**src/hdl/tcc_regs.svh**
```systemverilog
`ifndef TCC_REGS_SVH
`define TCC_REGS_SVH

// byte addresses of the six byte-wide registers, one word each
`define TCC_ADDR_CTRL0 32'h0000_0000
`define TCC_ADDR_CTRL1 32'h0000_0004
`define TCC_ADDR_VAL0_HIGH 32'h0000_0008
`define TCC_ADDR_VAL0_LOW 32'h0000_000C
`define TCC_ADDR_VAL1_HIGH 32'h0000_0010
`define TCC_ADDR_VAL1_LOW 32'h0000_0014

// word indices (address bits 4:2) derived from the addresses above
`define TCC_IDX_CTRL_BASE 3'h0
`define TCC_IDX_VAL_BASE 3'h2

// control and status field positions
`define TCC_BIT_FLAG 7
`define TCC_BIT_IRQ_EN 6
`define TCC_BIT_BUFFERED 5
`define TCC_BIT_MODE_A 4
`define TCC_BIT_ELS_HIGH 3
`define TCC_BIT_ELS_LOW 2
`define TCC_BIT_TOGGLE_OVF 1
`define TCC_BIT_MAX_DUTY 0

// reset values
`define TCC_CTRL_RESET 8'h00
`define TCC_OUT_RESET 1'b1

// edge/level codes
`define TCC_ELS_NONE 2'h0
`define TCC_ELS_TOGGLE 2'h1
`define TCC_ELS_LOW 2'h2
`define TCC_ELS_HIGH 2'h3

`endif

```
**src/hdl/tcc_pkg.sv**
```systemverilog
package tcc_pkg;

  typedef struct packed {
    logic channel_event_flag;
    logic channel_irq_enable;
    logic buffered_mode_select;
    logic mode_select_a;
    logic edge_level_high_bit;
    logic edge_level_low_bit;
    logic toggle_on_overflow;
    logic max_duty_force;
  } tcc_ctrl_type;

  typedef struct packed {
    logic [15:0] value;
    logic overflow;
    logic counter_stop;
  } tcc_counter_type;

  typedef enum logic [1:0] {
    tcc_mode_off = 2'b00,
    tcc_mode_capture = 2'b01,
    tcc_mode_compare = 2'b10
  } tcc_mode_type;

endpackage

```
**src/hdl/tcc_channels.sv**
```systemverilog
// The implementer's own choices: the AHB-Lite slave port and the address map.
`include "tcc_regs.svh"
`timescale 1ns/100ps
`default_nettype none

module tcc_channels
(
  input wire logic sys_clk,
  input wire logic reset_n,
  input wire logic hsel,
  input wire logic [31:0] haddr,
  input wire logic [1:0] htrans,
  input wire logic hwrite,
  input wire logic [2:0] hsize,
  input wire logic [31:0] hwdata,
  input wire logic hready,
  output logic [31:0] hrdata,
  output logic hreadyout,
  output logic hresp,
  input wire tcc_pkg::tcc_counter_type counter_link,
  input wire logic [1:0] channel_pin_in,
  output logic [1:0] channel_pin_out,
  output logic [1:0] channel_pin_oe,
  output logic [1:0] channel_irq
);

  localparam int CHANNELS = 2;

  ////////////////////////////////////////////////////////////////////////////
  // bus slave: writes land in the data phase, reads take one wait state

  logic dph_wr;
  logic dph_rd;
  logic dph_map;
  logic [2:0] dph_idx;
  logic last_wr_ch1;
  logic [15:0] cmp_buf;
  logic [7:0] ctrl_rd [CHANNELS];
  logic [15:0] val_rd [CHANNELS];
  logic [7:0] rd_byte;
  logic buf_on;

  wire accept = hsel & htrans[1] & hready;
  wire addr_map = (haddr[31:5] == 27'h000_0000) & (haddr[4:2] <= 3'h5)
    & (haddr[1:0] == 2'h0);
  // hsize is not checked: only whole-word single transfers are issued
  wire unused_size = &hsize;

  always_ff @(posedge sys_clk or negedge reset_n)
  begin
    if (!reset_n)
    begin
      dph_wr <= 1'b0;
      dph_rd <= 1'b0;
      dph_map <= 1'b0;
      dph_idx <= 3'h0;
    end
    else
    begin
      dph_wr <= accept & hwrite;
      dph_rd <= accept & ~hwrite;
      dph_map <= addr_map & ~unused_size | addr_map;
      dph_idx <= haddr[4:2];
    end
  end

  // read data is taken after the data-phase edge, so a write just before
  // is already visible
  always_ff @(posedge sys_clk or negedge reset_n)
  begin
    if (!reset_n)
    begin
      hrdata <= 32'h0000_0000;
      hreadyout <= 1'b1;
      hresp <= 1'b0;
    end
    else
    begin
      hreadyout <= ~(accept & ~hwrite);
      hresp <= 1'b0;
      if (dph_rd)
      begin
        hrdata <= {24'h00_0000, rd_byte};
      end
    end
  end

  assign rd_byte = !dph_map ? 8'h00 :
    (dph_idx == `TCC_IDX_CTRL_BASE) ? ctrl_rd[0] :
    (dph_idx == 3'(`TCC_IDX_CTRL_BASE + 3'h1)) ? ctrl_rd[1] :
    (dph_idx == `TCC_IDX_VAL_BASE) ? val_rd[0][15:8] :
    (dph_idx == 3'(`TCC_IDX_VAL_BASE + 3'h1)) ? val_rd[0][7:0] :
    (dph_idx == 3'(`TCC_IDX_VAL_BASE + 3'h2)) ? val_rd[1][15:8] :
    val_rd[1][7:0];

  ////////////////////////////////////////////////////////////////////////////
  // buffered compare register shared by both channel value registers

  wire wr_lo0 = dph_wr & dph_map & (dph_idx == 3'(`TCC_IDX_VAL_BASE + 3'h1));
  wire wr_lo1 = dph_wr & dph_map & (dph_idx == 3'(`TCC_IDX_VAL_BASE + 3'h3));

  always_ff @(posedge sys_clk or negedge reset_n)
  begin
    if (!reset_n)
      last_wr_ch1 <= 1'b0;
    else if (wr_lo1)
      last_wr_ch1 <= 1'b1;
    else if (wr_lo0)
      last_wr_ch1 <= 1'b0;
  end

  // load at overflow
  // a new value never lands mid-period, so no glitch on the pulse width
  always_ff @(posedge sys_clk)
  begin
    if (counter_link.overflow)
      cmp_buf <= last_wr_ch1 ? val_rd[1] : val_rd[0];
  end

  ////////////////////////////////////////////////////////////////////////////
  // channels

  for (genvar i = 0; i < CHANNELS; i++)
  begin : g_ch
    localparam logic [2:0] CTRL_IDX = 3'(`TCC_IDX_CTRL_BASE + i);
    localparam logic [2:0] HI_IDX = 3'(`TCC_IDX_VAL_BASE + 2 * i);
    localparam logic [2:0] LO_IDX = 3'(`TCC_IDX_VAL_BASE + 2 * i + 1);

    tcc_pkg::tcc_ctrl_type ctrl;
    tcc_pkg::tcc_mode_type mode;
    logic [15:0] val;
    logic rlock;
    logic wlock;
    logic arm;
    logic out;
    logic oe;
    logic irq;
    logic max_eff;
    logic pin_s1;
    logic pin_s2;
    logic pin_s3;

    wire wr_ctrl = dph_wr & dph_map & (dph_idx == CTRL_IDX);
    wire rd_ctrl = dph_rd & dph_map & (dph_idx == CTRL_IDX);
    wire wr_hi = dph_wr & dph_map & (dph_idx == HI_IDX);
    wire wr_lo = dph_wr & dph_map & (dph_idx == LO_IDX);
    wire rd_hi = dph_rd & dph_map & (dph_idx == HI_IDX);
    wire rd_lo = dph_rd & dph_map & (dph_idx == LO_IDX);

    // buffered bit only on channel 0
    wire is_buf = (i == 0) & ctrl.buffered_mode_select;
    // channel 1 taken off while buffered
    wire dis = (i != 0) & buf_on;
    wire [1:0] els = {ctrl.edge_level_high_bit, ctrl.edge_level_low_bit};

    assign mode = (dis | (els == `TCC_ELS_NONE)) ? tcc_pkg::tcc_mode_off :
      (is_buf | ctrl.mode_select_a) ? tcc_pkg::tcc_mode_compare :
      tcc_pkg::tcc_mode_capture;

    wire rise = pin_s2 & ~pin_s3;
    wire fall = ~pin_s2 & pin_s3;
    wire cap_ev = (mode == tcc_pkg::tcc_mode_capture)
      & ~counter_link.counter_stop & ~rlock
      & ((els[0] & rise) | (els[1] & fall));
    wire [15:0] cmp_val = is_buf ? cmp_buf : val;
    wire cmp_ev = (mode == tcc_pkg::tcc_mode_compare) & ~wlock
      & (counter_link.value == cmp_val);
    // overflow action in compare mode only
    wire ovf_act = (mode == tcc_pkg::tcc_mode_compare)
      & ctrl.toggle_on_overflow & counter_link.overflow;
    wire chan_ev = cap_ev | cmp_ev;

    // the second and third stages feed the edge detector
    always_ff @(posedge sys_clk or negedge reset_n)
    begin
      if (!reset_n)
      begin
        pin_s1 <= 1'b0;
        pin_s2 <= 1'b0;
        pin_s3 <= 1'b0;
      end
      else
      begin
        pin_s1 <= channel_pin_in[i];
        pin_s2 <= pin_s1;
        pin_s3 <= pin_s2;
      end
    end

    always_ff @(posedge sys_clk or negedge reset_n)
    begin
      if (!reset_n)
        ctrl <= tcc_pkg::tcc_ctrl_type'(`TCC_CTRL_RESET);
      else
      begin
        if (wr_ctrl & ~dis)
        begin
          ctrl.channel_irq_enable <= hwdata[`TCC_BIT_IRQ_EN];
          // channel 1 has no buffered bit: it always reads back zero
          ctrl.buffered_mode_select <= (i == 0)
            & hwdata[`TCC_BIT_BUFFERED];
          ctrl.mode_select_a <= hwdata[`TCC_BIT_MODE_A];
          ctrl.edge_level_high_bit <= hwdata[`TCC_BIT_ELS_HIGH];
          ctrl.edge_level_low_bit <= hwdata[`TCC_BIT_ELS_LOW];
          ctrl.toggle_on_overflow <= hwdata[`TCC_BIT_TOGGLE_OVF];
          ctrl.max_duty_force <= hwdata[`TCC_BIT_MAX_DUTY];
        end
        if (chan_ev)
          ctrl.channel_event_flag <= 1'b1;
        // only a zero after the armed read clears
        else if (wr_ctrl & ~dis & arm & ~hwdata[`TCC_BIT_FLAG])
          ctrl.channel_event_flag <= 1'b0;
      end
    end

    // arm on read with flag set; a new event disarms
    always_ff @(posedge sys_clk or negedge reset_n)
    begin
      if (!reset_n)
        arm <= 1'b0;
      else if (chan_ev)
        arm <= 1'b0;
      else if (rd_ctrl & ~dis)
        arm <= ctrl.channel_event_flag;
      else if (wr_ctrl)
        arm <= 1'b0;
    end

    // byte latching of the value pair
    always_ff @(posedge sys_clk or negedge reset_n)
    begin
      if (!reset_n)
      begin
        rlock <= 1'b0;
        wlock <= 1'b0;
      end
      else
      begin
        if (rd_hi & (mode == tcc_pkg::tcc_mode_capture))
          rlock <= 1'b1;
        else if (rd_lo)
          rlock <= 1'b0;
        if (wr_hi & (mode != tcc_pkg::tcc_mode_capture))
          wlock <= 1'b1;
        else if (wr_lo)
          wlock <= 1'b0;
      end
    end

    // no reset on the value pair
    // capture beats a bus write in the same cycle: the event is not lost
    always_ff @(posedge sys_clk)
    begin
      if (cap_ev)
        val <= counter_link.value;
      else if (wr_hi)
        val[15:8] <= hwdata[7:0];
      else if (wr_lo)
        val[7:0] <= hwdata[7:0];
    end

    // max duty sampled only at period boundaries
    // sampling it mid-period would shorten or stretch one pulse
    always_ff @(posedge sys_clk or negedge reset_n)
    begin
      if (!reset_n)
        max_eff <= 1'b0;
      else if (counter_link.overflow)
        max_eff <= ctrl.max_duty_force & ctrl.toggle_on_overflow;
    end

    // channel output level
    always_ff @(posedge sys_clk or negedge reset_n)
    begin
      if (!reset_n)
        out <= `TCC_OUT_RESET;
      else if (mode == tcc_pkg::tcc_mode_off)
        out <= ~ctrl.mode_select_a;
      else if (ovf_act)
        out <= ctrl.max_duty_force | ~out;
      // compare action, held off at full duty
      else if (cmp_ev & ~max_eff)
      begin
        case (els)
          `TCC_ELS_TOGGLE: out <= ~out;
          `TCC_ELS_LOW: out <= 1'b0;
          `TCC_ELS_HIGH: out <= 1'b1;
          default: out <= out;
        endcase
      end
    end

    always_ff @(posedge sys_clk or negedge reset_n)
    begin
      if (!reset_n)
      begin
        oe <= 1'b0;
        irq <= 1'b0;
      end
      else
      begin
        oe <= (mode == tcc_pkg::tcc_mode_compare);
        irq <= ctrl.channel_irq_enable & ctrl.channel_event_flag;
      end
    end

    // disabled channel 1 control reads as zero
    assign ctrl_rd[i] = dis ? 8'h00 : ctrl;
    assign val_rd[i] = val;
    assign channel_pin_out[i] = out;
    assign channel_pin_oe[i] = oe;
    assign channel_irq[i] = irq;
  end

  // channel 0 owns the buffered mode; channel 1 only follows it
  assign buf_on = g_ch[0].ctrl.buffered_mode_select;

endmodule // tcc_channels

`default_nettype wire

```
**config.mk**
```make
export PLATFORM = sky130hd
export DESIGN_NAME = tcc_channels
export DESIGN_NICKNAME = d
export VERILOG_FILES = /design/src/hdl/tcc_pkg.sv /design/src/hdl/tcc_channels.sv
export VERILOG_INCLUDE_DIRS = /design/src /design/src/hdl
export SDC_FILE = /design/constraint.sdc
export NUM_CORES = 1
export LEC_CHECK = 0
export BUFFER_PORTS_ARGS = -buffer_cell sky130_fd_sc_hd__buf_2
export CORE_ASPECT_RATIO = 0.7
export CORE_MARGIN = 1.5
export CORE_UTILIZATION = 29
export DETAILED_ROUTE_END_ITERATION = 8
export GPL_ROUTABILITY_DRIVEN = 0
export PLACE_DENSITY = 0.63
export SYNTH_ARGS = -nofsm -noshare
export SYNTH_HDL_FRONTEND = slang
export SYNTH_SLANG_ARGS = --single-unit
```
**constraint.sdc**
```tcl
create_clock -name sys_clk -period 1.9 [get_ports sys_clk]
set_input_delay 0.38 -clock sys_clk [delete_from_list [all_inputs] [get_ports sys_clk]]
set_output_delay 0.38 -clock sys_clk [all_outputs]
set_load 0.01 [all_outputs]
```
==> results.py <==
metrics = {
    "cts": {
        "tritoncts": "built",
        "cts_inserted_buffers": 9,
        "cts_hold_buffers": 0,
        "clkTransAtPathRegs_ns": 0.07,
        "htreeDepth": 3,
        "clockBufferDepth": 2,
        "clock_latency_ns": 0.35,
        "cts-root-buf": "clkbuf_16",
        "clkSinkCount": 99,
    },
    "pwr": {
        "seq_power_share": 0.499,
        "ir_drop_uv": 379,
        "pwr-share-comb": 0.105,
        "sw_frac_of_total": 0.236,
        "total_power_mw": 4.72,
        "p_int_mw": 3.61,
        "powerDensity_mw_per_mm2": 684,
        "p_clk_frac": 0.396,
        "switching_power_mw": 1.11,
        "p_leak_nw": 2.89,
    },
    "detailed_routing": {
        "ant_nets": 0,
        "avgRoutedWirePerCell_microns": 17.9,
        "viasPerCell": 4.81,
        "drt-total-wl_mm": 15.7,
        "vias": 4231,
        "drtIter0Drc": 338,
        "first_pass_iters": 5,
        "drc_errors": 0,
    },
    "synthesis": {
        "yosysUniqueCellTypes": 51,
        "yosysMostFrequentCell": "nand2_1",
        "netlist.area_leader.share": 0.270,
        "syn_area_sq_mm": 0.00533,
        "synth_ff_type": "edfxtp_1",
        "synth_edf_count": 48,
        "synth_top_cell_by_area": "edfxtp_1",
        "synth-seq-cells": 99,
        "synth_warnings": 0,
        "synthTopCellsByCount": "nand2_1, dfrtp_1, edfxtp_1, buf_4, mux2_2",
        "synth_area_leaders": "edfxtp_1, dfrtp_1, nand2_1",
        "synth_seq_area_share": 0.511,
        "async_reset_ff_frac": 0.515,
        "synth_area_per_cell_sq_um": 10.6,
        "synthCells": 504,
    },
    "worst_setup_path": {
        "max_stage_delay_ns": 0.37,
        "worstSetupStartpointType": "flop",
        "cpMaxStageDelayCell": "dfrtp_1",
        "crit_fanout": 11,
        "worstPathRequired_ns": 2.18,
        "crit_arrival_ns": 2.38,
        "crit_path_cell_trace": "buf_12, mux2i_2, xnor2_2, nor4_2, buf_4, nand4_1, o21ai_1, mux2_1",
        "end_kind": "flop",
        "crit_type": "flop to flop",
    },
    "finish": {
        "final-seq-area_sq_mm": 0.00272,
        "num-fill-cells": 1769,
        "post-route-util": 0.383,
        "area_growth_pct": 29.4,
        "multi_input_area_sq_mm": 0.00242,
        "n_antenna_cell": 0,
        "drive_above_1_share": 0.356,
        "fin_area_sq_mm": 0.00690,
        "fin_nets": 733,
    },
    "place": {
        "portBuffers": 80,
        "place_worst_setup_slack_ns": -0.218,
        "dp.final_hpwl_mm": 12.1,
        "placed_area_sq_mm": 0.00637,
    },
    "timing": {
        "skew_ns": 0.00838,
        "post-route-worst-setup-slack_ns": -0.199,
        "final.min_clock_period_ns": 2.10,
        "final_max_slew_viol_count": 0,
        "fin_crit_sh": 1.10,
        "max_freq_ghz": 0.476,
        "maxSlewHeadroom": 0.600,
        "report.final.hold_viol_count": 0,
        "worst_slew_pin_slew_ns": 0.593,
        "tns_ns": -3.22,
        "rsz0062_at_grt": "true",
        "setup_viol": 65,
    },
    "die": {
        "die_w_microns": 165,
        "rows": 41,
        "die_area_sq_mm": 0.0192,
        "die_height_microns": 116,
        "pin_count": 134,
        "core-area_sq_mm": 0.0180,
        "initial_core_util": 0.296,
    },
    "flow_run": {
        "max-cap-violations": 0,
    },
    "grt": {
        "grt_usage": 0.176,
        "grt_pass1_vias": 4248,
        "grt_pass1_wl_mm": 24.6,
        "grt_overflow": 0,
        "antenna_found_initial": 0,
        "grt_max_degree": 24,
    },
    "hold_path": {
        "hp-class": "input port to asynchronous set/reset pin",
    },
    "status": {
        "status": "finished, violations left",
        "violations": "setup timing",
    },
}
## final timing paths
kind / startpoint / end / slack (ns) / cells past startpoint
setup / recovery: buf_on / g_ch[0].out / -0.20 / 8
hold / removal: reset_n / buf_on / 0.01 / 1
setup reg to reg: buf_on / g_ch[0].out / -0.20 / 8
hold reg to reg: g_ch[1].pin_s1 / g_ch[1].pin_s2 / 0.35 / 0
max in group asynchronous: reset_n / g_ch[1].out / 1.29 / 2
min in group sys_clk: haddr[2] / dph_idx[0] / 0.13 / 1
## cells by family (layout without fill, tap and decap cells)
kind of cell	after synthesis	in the layout	share of synthesized area
multiplexers	55	55	0.115
other	1	25	0.000704
buffers and inverters	69	185	0.0777
AND/OR/NAND/NOR	172	172	0.154
XOR/XNOR	29	29	0.0477
AO/OA/AOI/OAI	79	79	0.0939
flip-flops	99	99	0.511
## registers in the layout, summed over array words and instances, names as in the netlist, 2 cells and up
register and cells:
g_ch.arm 2, g_ch.val 16, cmp_buf 16, g_ch.ctrl 7, dph_idx 3, g_ch.pin_s1 2
g_ch.irq 2, hrdata 8, ctrl_rd 7, g_ch.wlock 2, g_ch.pin_s2 2, g_ch.out 2
g_ch.rlock 2, g_ch.oe 2, g_ch.pin_s3 2, g_ch.max_eff 2, g_ch.cmp_val 16
## worst max-delay path: cells and delay by family (launching register included)
kind | cells | cell delay (ns)
flip-flops | 1 | 0.37
multiplexers | 2 | 0.61
AND/OR/NAND/NOR | 2 | 0.38
XOR/XNOR | 1 | 0.14
buffers and inverters | 2 | 0.33
AO/OA/AOI/OAI | 1 | 0.18
## power groups by stage
stage | registers [mW] | clock network [mW] | logic (mW)
3_5_place_dp | 2.39 | 0 | 0.465
6_report | 2.35 | 1.87 | 0.496
4_1_cts | 2.35 | 1.90 | 0.485
3_3_place_gp | 2.39 | 0 | 0.460
5_1_grt | 2.36 | 1.99 | 0.544
2_1_floorplan | 2.38 | 0 | 0.265
## layout make-up
cell class,instances,area share
Tap cell,236,0.0428
Multi-Input combinational cell,360,0.351
Timing Repair Buffer,151,0.158
Inverter,18,0.00979
Sequential cell,99,0.394
Clock buffer,16,0.0441
## through the flow
stage,instances,hold slack [ns]
after global placement,860,0.332
after floorplan,528,0.0844
final,880,0.0115
after global routing,880,0.0467
after CTS,879,0.0240
after detailed placement,860,0.336
## timing repair
action,4_1_cts,5_1_grt
endpoints found under the hold margin,0,0
buffers inserted,2,1
gates cloned,1,0
gates resized for setup,21,16
setup endpoints to repair,70,71
pin swaps,4,6
## per-layer routing
metal	up-vias	part of all wire	wire length [microns]	track usage
li1	2004	-	-	-
met1	2076	0.49	7740	0.265
met2	138	0.43	6720	0.253
met3	13	0.069	1090	0.0366
met4	0	0.012	187	0.0468
met5	-	0	0	0
## placed cells by master, fill, tap and decap left out, types with 14 or more instances in the layout
cell type and instances:
a21oi_1 14, buf_2 80, buf_4 54, conb_1 25, dfrtp_1 48, edfxtp_1 48
inv_1 18, mux2_2 31, mux2i_1 15, nand2_1 94, o21ai_0 25, xor2_1 18
Power figures use the tool's default switching activity.
